[config.mk]
export PLATFORM = sky130hd
export DESIGN_NAME = gp_ports_cde
export DESIGN_NICKNAME = d
export VERILOG_FILES = /design/src/gp_pkg.sv /design/src/gp_ports_cde.sv
export VERILOG_INCLUDE_DIRS = /design/src
export SDC_FILE = /design/constraint.sdc
export NUM_CORES = 1
export LEC_CHECK = 0
export BUFFER_PORTS_ARGS = -buffer_cell sky130_fd_sc_hd__buf_2
export CAP_MARGIN = 30
export CORE_MARGIN = 2
export CORE_UTILIZATION = 35
export CTS_BUF_LIST = sky130_fd_sc_hd__clkbuf_2
export DETAILED_ROUTE_END_ITERATION = 6
export SYNTH_ARGS = -nofsm -noshare
export SYNTH_HDL_FRONTEND = slang
export SYNTH_SLANG_ARGS = --single-unit
[constraint.sdc]
create_clock -name clk -period 1.6 [get_ports clk]
set_input_delay 0.16 -clock clk [delete_from_list [all_inputs] [get_ports clk]]
set_output_delay 0.16 -clock clk [all_outputs]
set_load 0.05 [all_outputs]
[src/gp_map.svh]
// Register offsets, reset values, field positions and codes for ports C, D and E
`ifndef GP_MAP_SVH
`define GP_MAP_SVH

`define GP_ADDR_W            8
`define GP_DATA_W            8
`define GP_PORT_C_W          6

`define GP_OFF_PORT_C_LATCH  8'h02
`define GP_OFF_PORT_D_LATCH  8'h03
`define GP_OFF_PORT_C_DIR    8'h06
`define GP_OFF_PORT_D_DIR    8'h07
`define GP_OFF_PORT_E_LATCH  8'h08
`define GP_OFF_PORT_E_DIR    8'h0c

`define GP_RST_DIR           8'h00
`define GP_RST_LATCH         8'h00
`define GP_RST_CLKEN         1'h0
`define GP_RST_RDATA         8'h00
`define GP_RD_UNMAPPED       8'h00

`define GP_BIT_CLKEN         7
`define GP_BIT_C_CLKPIN      2

// First converter channel that lands on port D pin 0
`define GP_CONV_CHAN_BASE    5'h08
`define GP_CONV_PINS         7

`define GP_BIT_D_TA_CLK      6
`define GP_BIT_D_TB_CLK      4
// Prescaler code selecting the external clock pin
`define GP_PRESC_EXT_CLK     3'h7

`define GP_BIT_E_SCK         7
`define GP_BIT_E_MOSI        6
`define GP_BIT_E_MISO        5
`define GP_BIT_E_SS          4
`define GP_BIT_E_TPIN1       3
`define GP_BIT_E_TPIN0       2
`define GP_BIT_E_RXD         1
`define GP_BIT_E_TXD         0

`define GP_ELS_GPIO          2'h0
`define GP_IDLE_SS           1'h1
`define GP_IDLE_RXD          1'h1
`define GP_IDLE_IN           1'h0

`endif

[src/gp_pkg.sv]
// Types shared by the port C, D and E logic
package gp_pkg;
  typedef logic [7:0] gp_byte_t;
  typedef logic [7:0] gp_addr_t;
  typedef logic [5:0] gp_cbits_t;

  typedef enum logic [1:0] {
    GP_FN_GPIO = 2'b00,
    GP_FN_IN   = 2'b01,
    GP_FN_OUT  = 2'b10
  } gp_fn_e;
endpackage

[src/gp_ports_cde.sv]
// Ports C, D and E: latches, direction control, read mux and peripheral overrides
`timescale 1ns/100ps
`default_nettype none
`include "gp_map.svh"

// Contract
// - Clock-out enable drives system clock on C2, ignoring its direction; reset clears it.
// - Direction bit 1 enables pin output buffer; 0 leaves pin a high-impedance input.
// - Reset clears all port C direction bits so every C pin is input.
// - Port C read returns latch for output pins, sampled pin level for inputs; C2 reads 0 while clock-out is enabled.
// - Latch writes store, except C2 while clock-out is enabled; an input pin is unaffected by the written value.
// - Converter-selected D pins 0..6 read 0 as input, latch as output.
// - Port D direction ignored on timer pins but still picks latch or 0 on read.
// - D6 and D4 feed timer A and B external clocks when prescaler selects them.
// - Reset clears all eight port D direction bits, making D pins inputs.
// - Port D read returns latch for output pins, pin level for input pins.
// - E7 is SPI clock, input as slave, output as master, GPIO when SPI off.
// - E6 and E5 carry SPI MOSI and MISO, GPIO whenever SPI is disabled.
// - E4 is slave select; GPIO if SPI off or master without mode fault.
// - E3 and E2 are timer channel pins or GPIO per edge/level select.
// - E1 is serial receive, E0 serial transmit; GPIO while serial is disabled.
// - Port E direction never overrides claimed pins, yet selects latch or pin read.
// - Reset clears all eight port E direction bits, making E pins inputs.
// - Port E read returns latch for output pins, pin level for input pins.
module gp_ports_cde (
  input  wire logic             clk,
  input  wire logic             rstn,
  input  wire gp_pkg::gp_addr_t reg_addr,
  input  wire gp_pkg::gp_byte_t reg_wdata,
  input  wire logic             reg_wr,
  input  wire logic             reg_rd,
  output var  gp_pkg::gp_byte_t reg_rdata,
  input  wire gp_pkg::gp_cbits_t pc_in,
  output var  gp_pkg::gp_cbits_t pc_out,
  output var  gp_pkg::gp_cbits_t pc_oe,
  input  wire gp_pkg::gp_byte_t pd_in,
  output var  gp_pkg::gp_byte_t pd_out,
  output var  gp_pkg::gp_byte_t pd_oe,
  input  wire gp_pkg::gp_byte_t pe_in,
  output var  gp_pkg::gp_byte_t pe_out,
  output var  gp_pkg::gp_byte_t pe_oe,
  input  wire logic [4:0]       converter_channel_select,
  input  wire logic [2:0]       timer_a_prescaler_select,
  input  wire logic [2:0]       timer_b_prescaler_select,
  output var  logic             timer_a_ext_clock,
  output var  logic             timer_b_ext_clock,
  input  wire logic             serial_periph_enable,
  input  wire logic             serial_periph_master,
  input  wire logic             mode_fault_enable,
  input  wire logic             spi_sck_out,
  input  wire logic             spi_mosi_out,
  input  wire logic             spi_miso_out,
  output var  logic             spi_sck_in,
  output var  logic             spi_mosi_in,
  output var  logic             spi_miso_in,
  output var  logic             spi_ss_in,
  input  wire logic [1:0]       edge_level_select_ch0,
  input  wire logic [1:0]       edge_level_select_ch1,
  input  wire logic [1:0]       timer_channel_drive,
  input  wire logic [1:0]       timer_channel_out,
  output var  logic [1:0]       timer_channel_in,
  input  wire logic             async_serial_enable,
  input  wire logic             async_serial_txd,
  output var  logic             async_serial_rxd
);
  import gp_pkg::*;

  // Register file state
  gp_cbits_t c_latch_reg;
  gp_cbits_t c_latch_next;
  gp_byte_t  d_latch_reg;
  gp_byte_t  d_latch_next;
  gp_byte_t  e_latch_reg;
  gp_byte_t  e_latch_next;
  gp_cbits_t c_dir_reg;
  gp_cbits_t c_dir_next;
  logic      clken_reg;
  logic      clken_next;
  gp_byte_t  d_dir_reg;
  gp_byte_t  d_dir_next;
  gp_byte_t  e_dir_reg;
  gp_byte_t  e_dir_next;
  gp_byte_t  rdata_reg;
  gp_byte_t  rdata_next;

  // Pin and peripheral side state
  gp_cbits_t c_out_reg;
  gp_cbits_t c_out_next;
  gp_cbits_t c_oe_reg;
  gp_cbits_t c_oe_next;
  gp_byte_t  d_out_reg;
  gp_byte_t  d_out_next;
  gp_byte_t  d_oe_reg;
  gp_byte_t  d_oe_next;
  gp_byte_t  e_out_reg;
  gp_byte_t  e_out_next;
  gp_byte_t  e_oe_reg;
  gp_byte_t  e_oe_next;
  logic      ta_clk_reg;
  logic      ta_clk_next;
  logic      tb_clk_reg;
  logic      tb_clk_next;
  logic      sck_in_reg;
  logic      sck_in_next;
  logic      mosi_in_reg;
  logic      mosi_in_next;
  logic      miso_in_reg;
  logic      miso_in_next;
  logic      ss_in_reg;
  logic      ss_in_next;
  logic [1:0] tpin_in_reg;
  logic [1:0] tpin_in_next;
  logic      rxd_reg;
  logic      rxd_next;

  // Pin claims
  gp_byte_t  d_claim;
  gp_byte_t  d_rd_view;
  gp_cbits_t c_rd_view;
  gp_byte_t  e_rd_view;
  gp_fn_e    e_fn [8];
  logic      ta_sel;
  logic      tb_sel;
  logic      spi_ss_used;
  logic [1:0] tpin_used;

  // One prescaler code hands a port D pin to its timer
  assign ta_sel = (timer_a_prescaler_select == `GP_PRESC_EXT_CLK);
  assign tb_sel = (timer_b_prescaler_select == `GP_PRESC_EXT_CLK);
  // Master without mode fault detection leaves slave select unused
  assign spi_ss_used = serial_periph_enable && !(serial_periph_master && !mode_fault_enable);
  assign tpin_used[0] = (edge_level_select_ch0 != `GP_ELS_GPIO);
  assign tpin_used[1] = (edge_level_select_ch1 != `GP_ELS_GPIO);

  // Per-pin read views for ports C, D and E, and claims for port D
  genvar gi;
  generate
    for (gi = 0; gi < 8; gi++) begin : g_bit
      logic conv_hit;
      logic tclk_hit;
      if (gi < `GP_CONV_PINS) begin : g_conv
        assign conv_hit = (converter_channel_select == (`GP_CONV_CHAN_BASE + 5'(gi)));
      end else begin : g_noconv
        assign conv_hit = 1'b0;
      end
      if (gi == `GP_BIT_D_TA_CLK) begin : g_ta
        assign tclk_hit = ta_sel;
      end else if (gi == `GP_BIT_D_TB_CLK) begin : g_tb
        assign tclk_hit = tb_sel;
      end else begin : g_notclk
        assign tclk_hit = 1'b0;
      end
      assign d_claim[gi] = conv_hit || tclk_hit;
      // Claimed pins read latch or 0, never the pin
      assign d_rd_view[gi] = d_dir_reg[gi] ? d_latch_reg[gi] : (d_claim[gi] ? 1'b0 : pd_in[gi]);
      assign e_rd_view[gi] = e_dir_reg[gi] ? e_latch_reg[gi] : pe_in[gi];
      if (gi < `GP_PORT_C_W) begin : g_c
        if (gi == `GP_BIT_C_CLKPIN) begin : g_clkpin
          assign c_rd_view[gi] = clken_reg ? 1'b0 :
                                 (c_dir_reg[gi] ? c_latch_reg[gi] : pc_in[gi]);
        end else begin : g_plain
          assign c_rd_view[gi] = c_dir_reg[gi] ? c_latch_reg[gi] : pc_in[gi];
        end
      end
    end
  endgenerate

  // Port E pin functions
  always_comb begin
    for (int i = 0; i < 8; i++) begin
      e_fn[i] = GP_FN_GPIO;
    end
    if (serial_periph_enable) begin
      e_fn[`GP_BIT_E_SCK]  = serial_periph_master ? GP_FN_OUT : GP_FN_IN;
      e_fn[`GP_BIT_E_MOSI] = serial_periph_master ? GP_FN_OUT : GP_FN_IN;
      e_fn[`GP_BIT_E_MISO] = serial_periph_master ? GP_FN_IN : GP_FN_OUT;
    end
    if (spi_ss_used) begin
      e_fn[`GP_BIT_E_SS] = GP_FN_IN;
    end
    if (tpin_used[1]) begin
      e_fn[`GP_BIT_E_TPIN1] = timer_channel_drive[1] ? GP_FN_OUT : GP_FN_IN;
    end
    if (tpin_used[0]) begin
      e_fn[`GP_BIT_E_TPIN0] = timer_channel_drive[0] ? GP_FN_OUT : GP_FN_IN;
    end
    if (async_serial_enable) begin
      e_fn[`GP_BIT_E_RXD] = GP_FN_IN;
      e_fn[`GP_BIT_E_TXD] = GP_FN_OUT;
    end
  end

  // Register writes and read data
  always_comb begin
    c_latch_next = c_latch_reg;
    d_latch_next = d_latch_reg;
    e_latch_next = e_latch_reg;
    c_dir_next   = c_dir_reg;
    clken_next   = clken_reg;
    d_dir_next   = d_dir_reg;
    e_dir_next   = e_dir_reg;
    rdata_next   = rdata_reg;
    if (reg_wr) begin
      unique case (reg_addr)
        `GP_OFF_PORT_C_LATCH: begin
          c_latch_next = reg_wdata[`GP_PORT_C_W-1:0];
          if (clken_reg) begin
            c_latch_next[`GP_BIT_C_CLKPIN] = c_latch_reg[`GP_BIT_C_CLKPIN];
          end
        end
        `GP_OFF_PORT_D_LATCH: d_latch_next = reg_wdata;
        `GP_OFF_PORT_E_LATCH: e_latch_next = reg_wdata;
        `GP_OFF_PORT_C_DIR: begin
          c_dir_next = reg_wdata[`GP_PORT_C_W-1:0];
          clken_next = reg_wdata[`GP_BIT_CLKEN];
        end
        `GP_OFF_PORT_D_DIR:   d_dir_next = reg_wdata;
        `GP_OFF_PORT_E_DIR:   e_dir_next = reg_wdata;
        default: begin
          // Unmapped writes change nothing
        end
      endcase
    end

    // Read data stand for exactly one cycle
    rdata_next = `GP_RST_RDATA;
    if (reg_rd) begin
      unique case (reg_addr)
        `GP_OFF_PORT_C_LATCH: rdata_next = {2'h0, c_rd_view};
        `GP_OFF_PORT_D_LATCH: rdata_next = d_rd_view;
        `GP_OFF_PORT_E_LATCH: rdata_next = e_rd_view;
        `GP_OFF_PORT_C_DIR:   rdata_next = {clken_reg, 1'h0, c_dir_reg};
        `GP_OFF_PORT_D_DIR:   rdata_next = d_dir_reg;
        `GP_OFF_PORT_E_DIR:   rdata_next = e_dir_reg;
        default:              rdata_next = `GP_RD_UNMAPPED;
      endcase
    end
  end

  always_ff @(posedge clk or negedge rstn) begin
    if (!rstn) begin
      // Latches have no documented reset; cleared for a known start
      c_latch_reg <= gp_cbits_t'(`GP_RST_LATCH);
      d_latch_reg <= `GP_RST_LATCH;
      e_latch_reg <= `GP_RST_LATCH;
      c_dir_reg   <= gp_cbits_t'(`GP_RST_DIR);
      clken_reg   <= `GP_RST_CLKEN;
      d_dir_reg   <= `GP_RST_DIR;
      e_dir_reg   <= `GP_RST_DIR;
      rdata_reg   <= `GP_RST_RDATA;
    end else begin
      c_latch_reg <= c_latch_next;
      d_latch_reg <= d_latch_next;
      e_latch_reg <= e_latch_next;
      c_dir_reg   <= c_dir_next;
      clken_reg   <= clken_next;
      d_dir_reg   <= d_dir_next;
      e_dir_reg   <= e_dir_next;
      rdata_reg   <= rdata_next;
    end
  end

  // Pin drive and peripheral inputs
  always_comb begin
    c_out_next = c_latch_reg;
    c_oe_next  = c_dir_reg;
    if (clken_reg) begin
      c_oe_next[`GP_BIT_C_CLKPIN] = 1'b1;
    end
    d_out_next = d_latch_reg;
    d_oe_next  = d_dir_reg & ~d_claim;
    e_out_next = e_latch_reg;
    e_oe_next  = e_dir_reg;
    // Claimed pins follow the peripheral, whatever their direction bit
    for (int i = 0; i < 8; i++) begin
      if (e_fn[i] != GP_FN_GPIO) begin
        e_oe_next[i] = (e_fn[i] == GP_FN_OUT);
      end
    end

    // Peripheral values replace the latch only on pins they drive
    if (e_fn[`GP_BIT_E_SCK] == GP_FN_OUT) begin
      e_out_next[`GP_BIT_E_SCK] = spi_sck_out;
    end
    if (e_fn[`GP_BIT_E_MOSI] == GP_FN_OUT) begin
      e_out_next[`GP_BIT_E_MOSI] = spi_mosi_out;
    end
    if (e_fn[`GP_BIT_E_MISO] == GP_FN_OUT) begin
      e_out_next[`GP_BIT_E_MISO] = spi_miso_out;
    end
    if (e_fn[`GP_BIT_E_TPIN1] == GP_FN_OUT) begin
      e_out_next[`GP_BIT_E_TPIN1] = timer_channel_out[1];
    end
    if (e_fn[`GP_BIT_E_TPIN0] == GP_FN_OUT) begin
      e_out_next[`GP_BIT_E_TPIN0] = timer_channel_out[0];
    end
    if (e_fn[`GP_BIT_E_TXD] == GP_FN_OUT) begin
      e_out_next[`GP_BIT_E_TXD] = async_serial_txd;
    end

    // Unclaimed peripheral inputs rest at their idle levels
    ta_clk_next  = ta_sel ? pd_in[`GP_BIT_D_TA_CLK] : `GP_IDLE_IN;
    tb_clk_next  = tb_sel ? pd_in[`GP_BIT_D_TB_CLK] : `GP_IDLE_IN;
    sck_in_next  = (e_fn[`GP_BIT_E_SCK] == GP_FN_IN) ? pe_in[`GP_BIT_E_SCK] : `GP_IDLE_IN;
    mosi_in_next = (e_fn[`GP_BIT_E_MOSI] == GP_FN_IN) ? pe_in[`GP_BIT_E_MOSI] : `GP_IDLE_IN;
    miso_in_next = (e_fn[`GP_BIT_E_MISO] == GP_FN_IN) ? pe_in[`GP_BIT_E_MISO] : `GP_IDLE_IN;
    ss_in_next   = spi_ss_used ? pe_in[`GP_BIT_E_SS] : `GP_IDLE_SS;
    // A driving channel still sees its own pin, as capture logic expects
    tpin_in_next[1] = tpin_used[1] ? pe_in[`GP_BIT_E_TPIN1] : `GP_IDLE_IN;
    tpin_in_next[0] = tpin_used[0] ? pe_in[`GP_BIT_E_TPIN0] : `GP_IDLE_IN;
    rxd_next     = async_serial_enable ? pe_in[`GP_BIT_E_RXD] : `GP_IDLE_RXD;
  end

  always_ff @(posedge clk or negedge rstn) begin
    if (!rstn) begin
      // All pins released and peripheral inputs idle in reset
      c_out_reg   <= gp_cbits_t'(`GP_RST_LATCH);
      c_oe_reg    <= gp_cbits_t'(`GP_RST_DIR);
      d_out_reg   <= `GP_RST_LATCH;
      d_oe_reg    <= `GP_RST_DIR;
      e_out_reg   <= `GP_RST_LATCH;
      e_oe_reg    <= `GP_RST_DIR;
      ta_clk_reg  <= `GP_IDLE_IN;
      tb_clk_reg  <= `GP_IDLE_IN;
      sck_in_reg  <= `GP_IDLE_IN;
      mosi_in_reg <= `GP_IDLE_IN;
      miso_in_reg <= `GP_IDLE_IN;
      ss_in_reg   <= `GP_IDLE_SS;
      tpin_in_reg <= {2{`GP_IDLE_IN}};
      rxd_reg     <= `GP_IDLE_RXD;
    end else begin
      c_out_reg   <= c_out_next;
      c_oe_reg    <= c_oe_next;
      d_out_reg   <= d_out_next;
      d_oe_reg    <= d_oe_next;
      e_out_reg   <= e_out_next;
      e_oe_reg    <= e_oe_next;
      ta_clk_reg  <= ta_clk_next;
      tb_clk_reg  <= tb_clk_next;
      sck_in_reg  <= sck_in_next;
      mosi_in_reg <= mosi_in_next;
      miso_in_reg <= miso_in_next;
      ss_in_reg   <= ss_in_next;
      tpin_in_reg <= tpin_in_next;
      rxd_reg     <= rxd_next;
    end
  end

  // The clock itself cannot pass a flip-flop; gated in after the output register
  // Limitation: the pin enable follows the enable bit one cycle late
  always_comb begin
    pc_out = c_out_reg;
    pc_out[`GP_BIT_C_CLKPIN] = clken_reg ? clk : c_out_reg[`GP_BIT_C_CLKPIN];
  end

  assign reg_rdata         = rdata_reg;
  assign pc_oe             = c_oe_reg;
  assign pd_out            = d_out_reg;
  assign pd_oe             = d_oe_reg;
  assign pe_out            = e_out_reg;
  assign pe_oe             = e_oe_reg;
  assign timer_a_ext_clock = ta_clk_reg;
  assign timer_b_ext_clock = tb_clk_reg;
  assign spi_sck_in        = sck_in_reg;
  assign spi_mosi_in       = mosi_in_reg;
  assign spi_miso_in       = miso_in_reg;
  assign spi_ss_in         = ss_in_reg;
  assign timer_channel_in  = tpin_in_reg;
  assign async_serial_rxd  = rxd_reg;
endmodule
`default_nettype wire

# After elaboration in Yosys (flattened, before gate mapping)

Index checks and enable logic that the tools add are counted.

Reductions and logical operators: 23
Equality and inequality tests: 26
Bitwise logic cells: 3
Muxes and demuxes: 66

Operator list:

| cell                                                                   | count |
|---|---|
| 1-bit two-way mux                                                      | 56 |
| 8-bit case mux with 6 select lines                                     | 1 |
| 5-bit by 4-bit equality test with 1-bit output (second input constant) | 7 |
| 2-bit nonzero test                                                     | 10 |
| 8-bit by 2-bit equality test with 1-bit output (second input constant) | 2 |
| 8-bit by 3-bit equality test with 1-bit output (second input constant) | 2 |
| 8-bit by 4-bit equality test with 1-bit output (second input constant) | 2 |
| 2-bit equality test (second input constant)                            | 7 |
| 2-bit two-way mux                                                      | 6 |
| 2-bit AND reduction                                                    | 6 |
| 8-bit AND                                                              | 1 |
| 8-bit two-way mux                                                      | 1 |
| 7-bit NOT with 8-bit output                                            | 1 |
| 2-bit by 1-bit equality test with 1-bit output (second input constant) | 3 |
| 3-bit equality test (second input constant)                            | 2 |
| 6-bit two-way mux                                                      | 1 |
| 4-bit two-way mux                                                      | 1 |
| 3-bit AND reduction                                                    | 1 |
| 1-bit by 2-bit equality test with 1-bit output (second input constant) | 1 |
| 1-bit logical AND                                                      | 2 |
| 1-bit logical NOT                                                      | 2 |
| 1-bit logical OR                                                       | 2 |
| 1-bit NOT                                                              | 1 |

Output and inout bits: 61
Word-level logic and storage cells: 141
Bits of input ports: 69
Flip-flop bits (word level): 106

# Depth between registers and ports, before layout

Depth in word-level cells: 7
Gate-level depth with buffers: 6

==> results.yml <==
outcome:
  status: "finished, violations left"
  violations: "negative setup slack"
global_route:
  antenna_found_initial: 0
  grt_overflow: 0
  grt_pass1_wl_um: 19200
  grt_max_degree: 48
  grt_pass1_vias: 3671
  track_usage_pct: 19.5
placement:
  port_buffers: 129
  hpwl_um: 8530
  gp_congestion: 0.872
sta:
  slew_violations: 0
  worstMarginPinSlew_ps: 383
  slew_headroom_pct: 74.4
  fmax_mhz: 552
  period_needed_ps: 1810
  final_hold_viol_count: 0
  finalCritPeriodShare_pct: 113
  finClkSkew_ps: 35.0
  final-setup-viol-count: 1
  rsz0062_at_grt: "true"
  setup_ws_ps: -211
  fin_setup_tns_ps: -211
cells_and_area:
  layout_commonest_cell: "buf_2"
  drive_above_1_share_pct: 42.0
  final_net_count: 657
  regArea_mm2: 0.00266
  multiInputGateArea_mm2: 0.00155
  diodes: 0
  final_cell_mix: "buf_2, dfrtp_1, dlygate4sd3_1"
  fill_cells: 1042
  synthToLayoutAreaGrowth_pct: 48.3
logic_synthesis:
  synth.distinct_cells: 38
  synth_seq_area_share_pct: 62.3
  synth_edf_count: 0
  ys_seq_elements: 106
  synthCells: 341
  ys_async_sr_fraction_pct: 100
  yosysWarnings: 0
  synthFlopType: "dfrtp_1"
  synth_nets: 410
  syn_avg_cell_area_um2: 12.5
  synth_area_mm2: 0.00426
power_and_ir_drop:
  p_leak_nw: 3.24
  total_power_mw: 5.01
  ir_drop_mv: 0.346
  powerDensity_mw_per_mm2: 793
clock_tree:
  clkSlewWorstSetupHoldPaths_ps: 280
  clk_latency_ps: 700
  cts_tree: "built"
critical_path:
  cp-end-kind: "output pin"
  cpMaxStageDelayCell: "dfrtp_2"
  slowest_delay_ps: 490
  worstSetupPathType: "reg -> out"
  critical_path.cell_chain: "mux2_4, buf_8"
  required_ps: 1440
  cp-start-kind: "flip-flop"
  cp_max_fo: 2
  arrival_ps: 1650
route:
  via_count: 3551
  first_iter_violations: 141
  vias_per_cell: 4.80
  drt-total-wl_um: 12300
  ant_nets: 0
  first_pass_iters: 4
  drc: 0
  wl_per_cell_um: 16.6
floorplanning:
  fp.dieArea_mm2: 0.0131
  core-area_mm2: 0.0120
  rows: 40
  die_h_um: 114
  die_x_um: 114
  start_util_pct: 35.6
  boundaryPins: 130
min_path:
  hold_path_class: "in -> reg"
job:
  maxCapViolations: 0
-- final timing paths --
kind	startpoint	end	slack (ps)	cells after the start
worst max-delay path	clken_reg	pc_out[2]	-210	2
worst min-delay path	reg_addr[5]	reg_rdata[4]	50	6
worst max register to register	clken_reg	reg_rdata[2]	80	6
worst min register to register	e_latch_reg[1]	pe_out[1]	400	0
max in group asynchronous	rstn	async_serial_rxd	780	4
min in group asynchronous	rstn	e_dir_reg[3]	490	4
-- where the power goes --
part	internal, mW	leakage, nW	switching (mW)
clock	0.279	0.0861	0.950
combinational	0.379	1.71	0.525
sequential	2.81	1.44	0.0678
total	3.46	3.24	1.54
-- critical path, delay by kind of cell, from the launching register on --
kind | cells | cell delay [ps]
flops | 1 | 490
buf+inv | 1 | 150
mux | 1 | 320
-- cells in the mapped netlist, types with 3 or more instances --
cell	number	share of area [%]
nand4b_1	3	0.62
nand2_1	32	2.8
or2_2	3	0.44
buf_4	5	0.88
nor2_1	19	1.7
o21ai_0	33	3.9
nor3_1	4	0.47
dfrtp_1	104	61
and2_1	8	1.2
inv_1	6	0.53
a21oi_1	15	1.8
mux2_2	52	14
nand2b_1	6	0.88
buf_2	3	0.35
nor2b_1	10	1.5
a31oi_1	4	0.59
nand3_1	5	0.59
-- stage by stage --
step | std cells | hold slack [ps] | cell area [um^2] | worst slack [ps] | util [%]
6_report | 740 | 54.9 | 6320 | -211 | 52.8
5_1_grt | 740 | 44.9 | 6320 | -280 | 52.8
4_1_cts | 740 | 0.459 | 6270 | -252 | 52.4
3_5_place_dp | 639 | 105 | 5300 | -196 | 44.3
3_3_place_gp | 639 | 98.9 | 5300 | -162 | 44.3
2_1_floorplan | 341 | -136 | 4260 | -91.2 | -
-- timing repair --
action                                 in CTS  in global routing
hold buffers                               82                  1
buffers inserted                            1                  3
endpoints found under the hold margin     189                  3
setup endpoints to repair                   4                 19
pin swaps                                   0                  4
resized for setup                          12                 16
-- routing by layer --
| layer | wire length [um] | GRT usage [%] | up-vias |
|---|---|---|---|
| met3 | 682 | 4.34 | 27 |
| met1 | 5420 | 25.3 | 1713 |
| met2 | 5870 | 31.2 | 124 |
| li1 | - | - | 1687 |
| met4 | 340 | 9.19 | 0 |
| met5 | 0 | 0 | - |
-- cells by family after synthesis --
family,synth area share (%)
and+or+nand+nor,14.2
AOI/OAI and AO/OA,7.78
DFF,62.3
buffers and inverters,1.94
muxes,13.7
-- cell type report --
type	count	area share [%]
Multi-Input combinational cell	219	24.5
Clock inverter	6	0.674
Sequential cell	106	42.1
Inverter	6	0.357
Clock buffer	14	1.27
Tap cell	147	2.91
Timing Repair Buffer	242	28.2
Power figures use the tool's default switching activity.
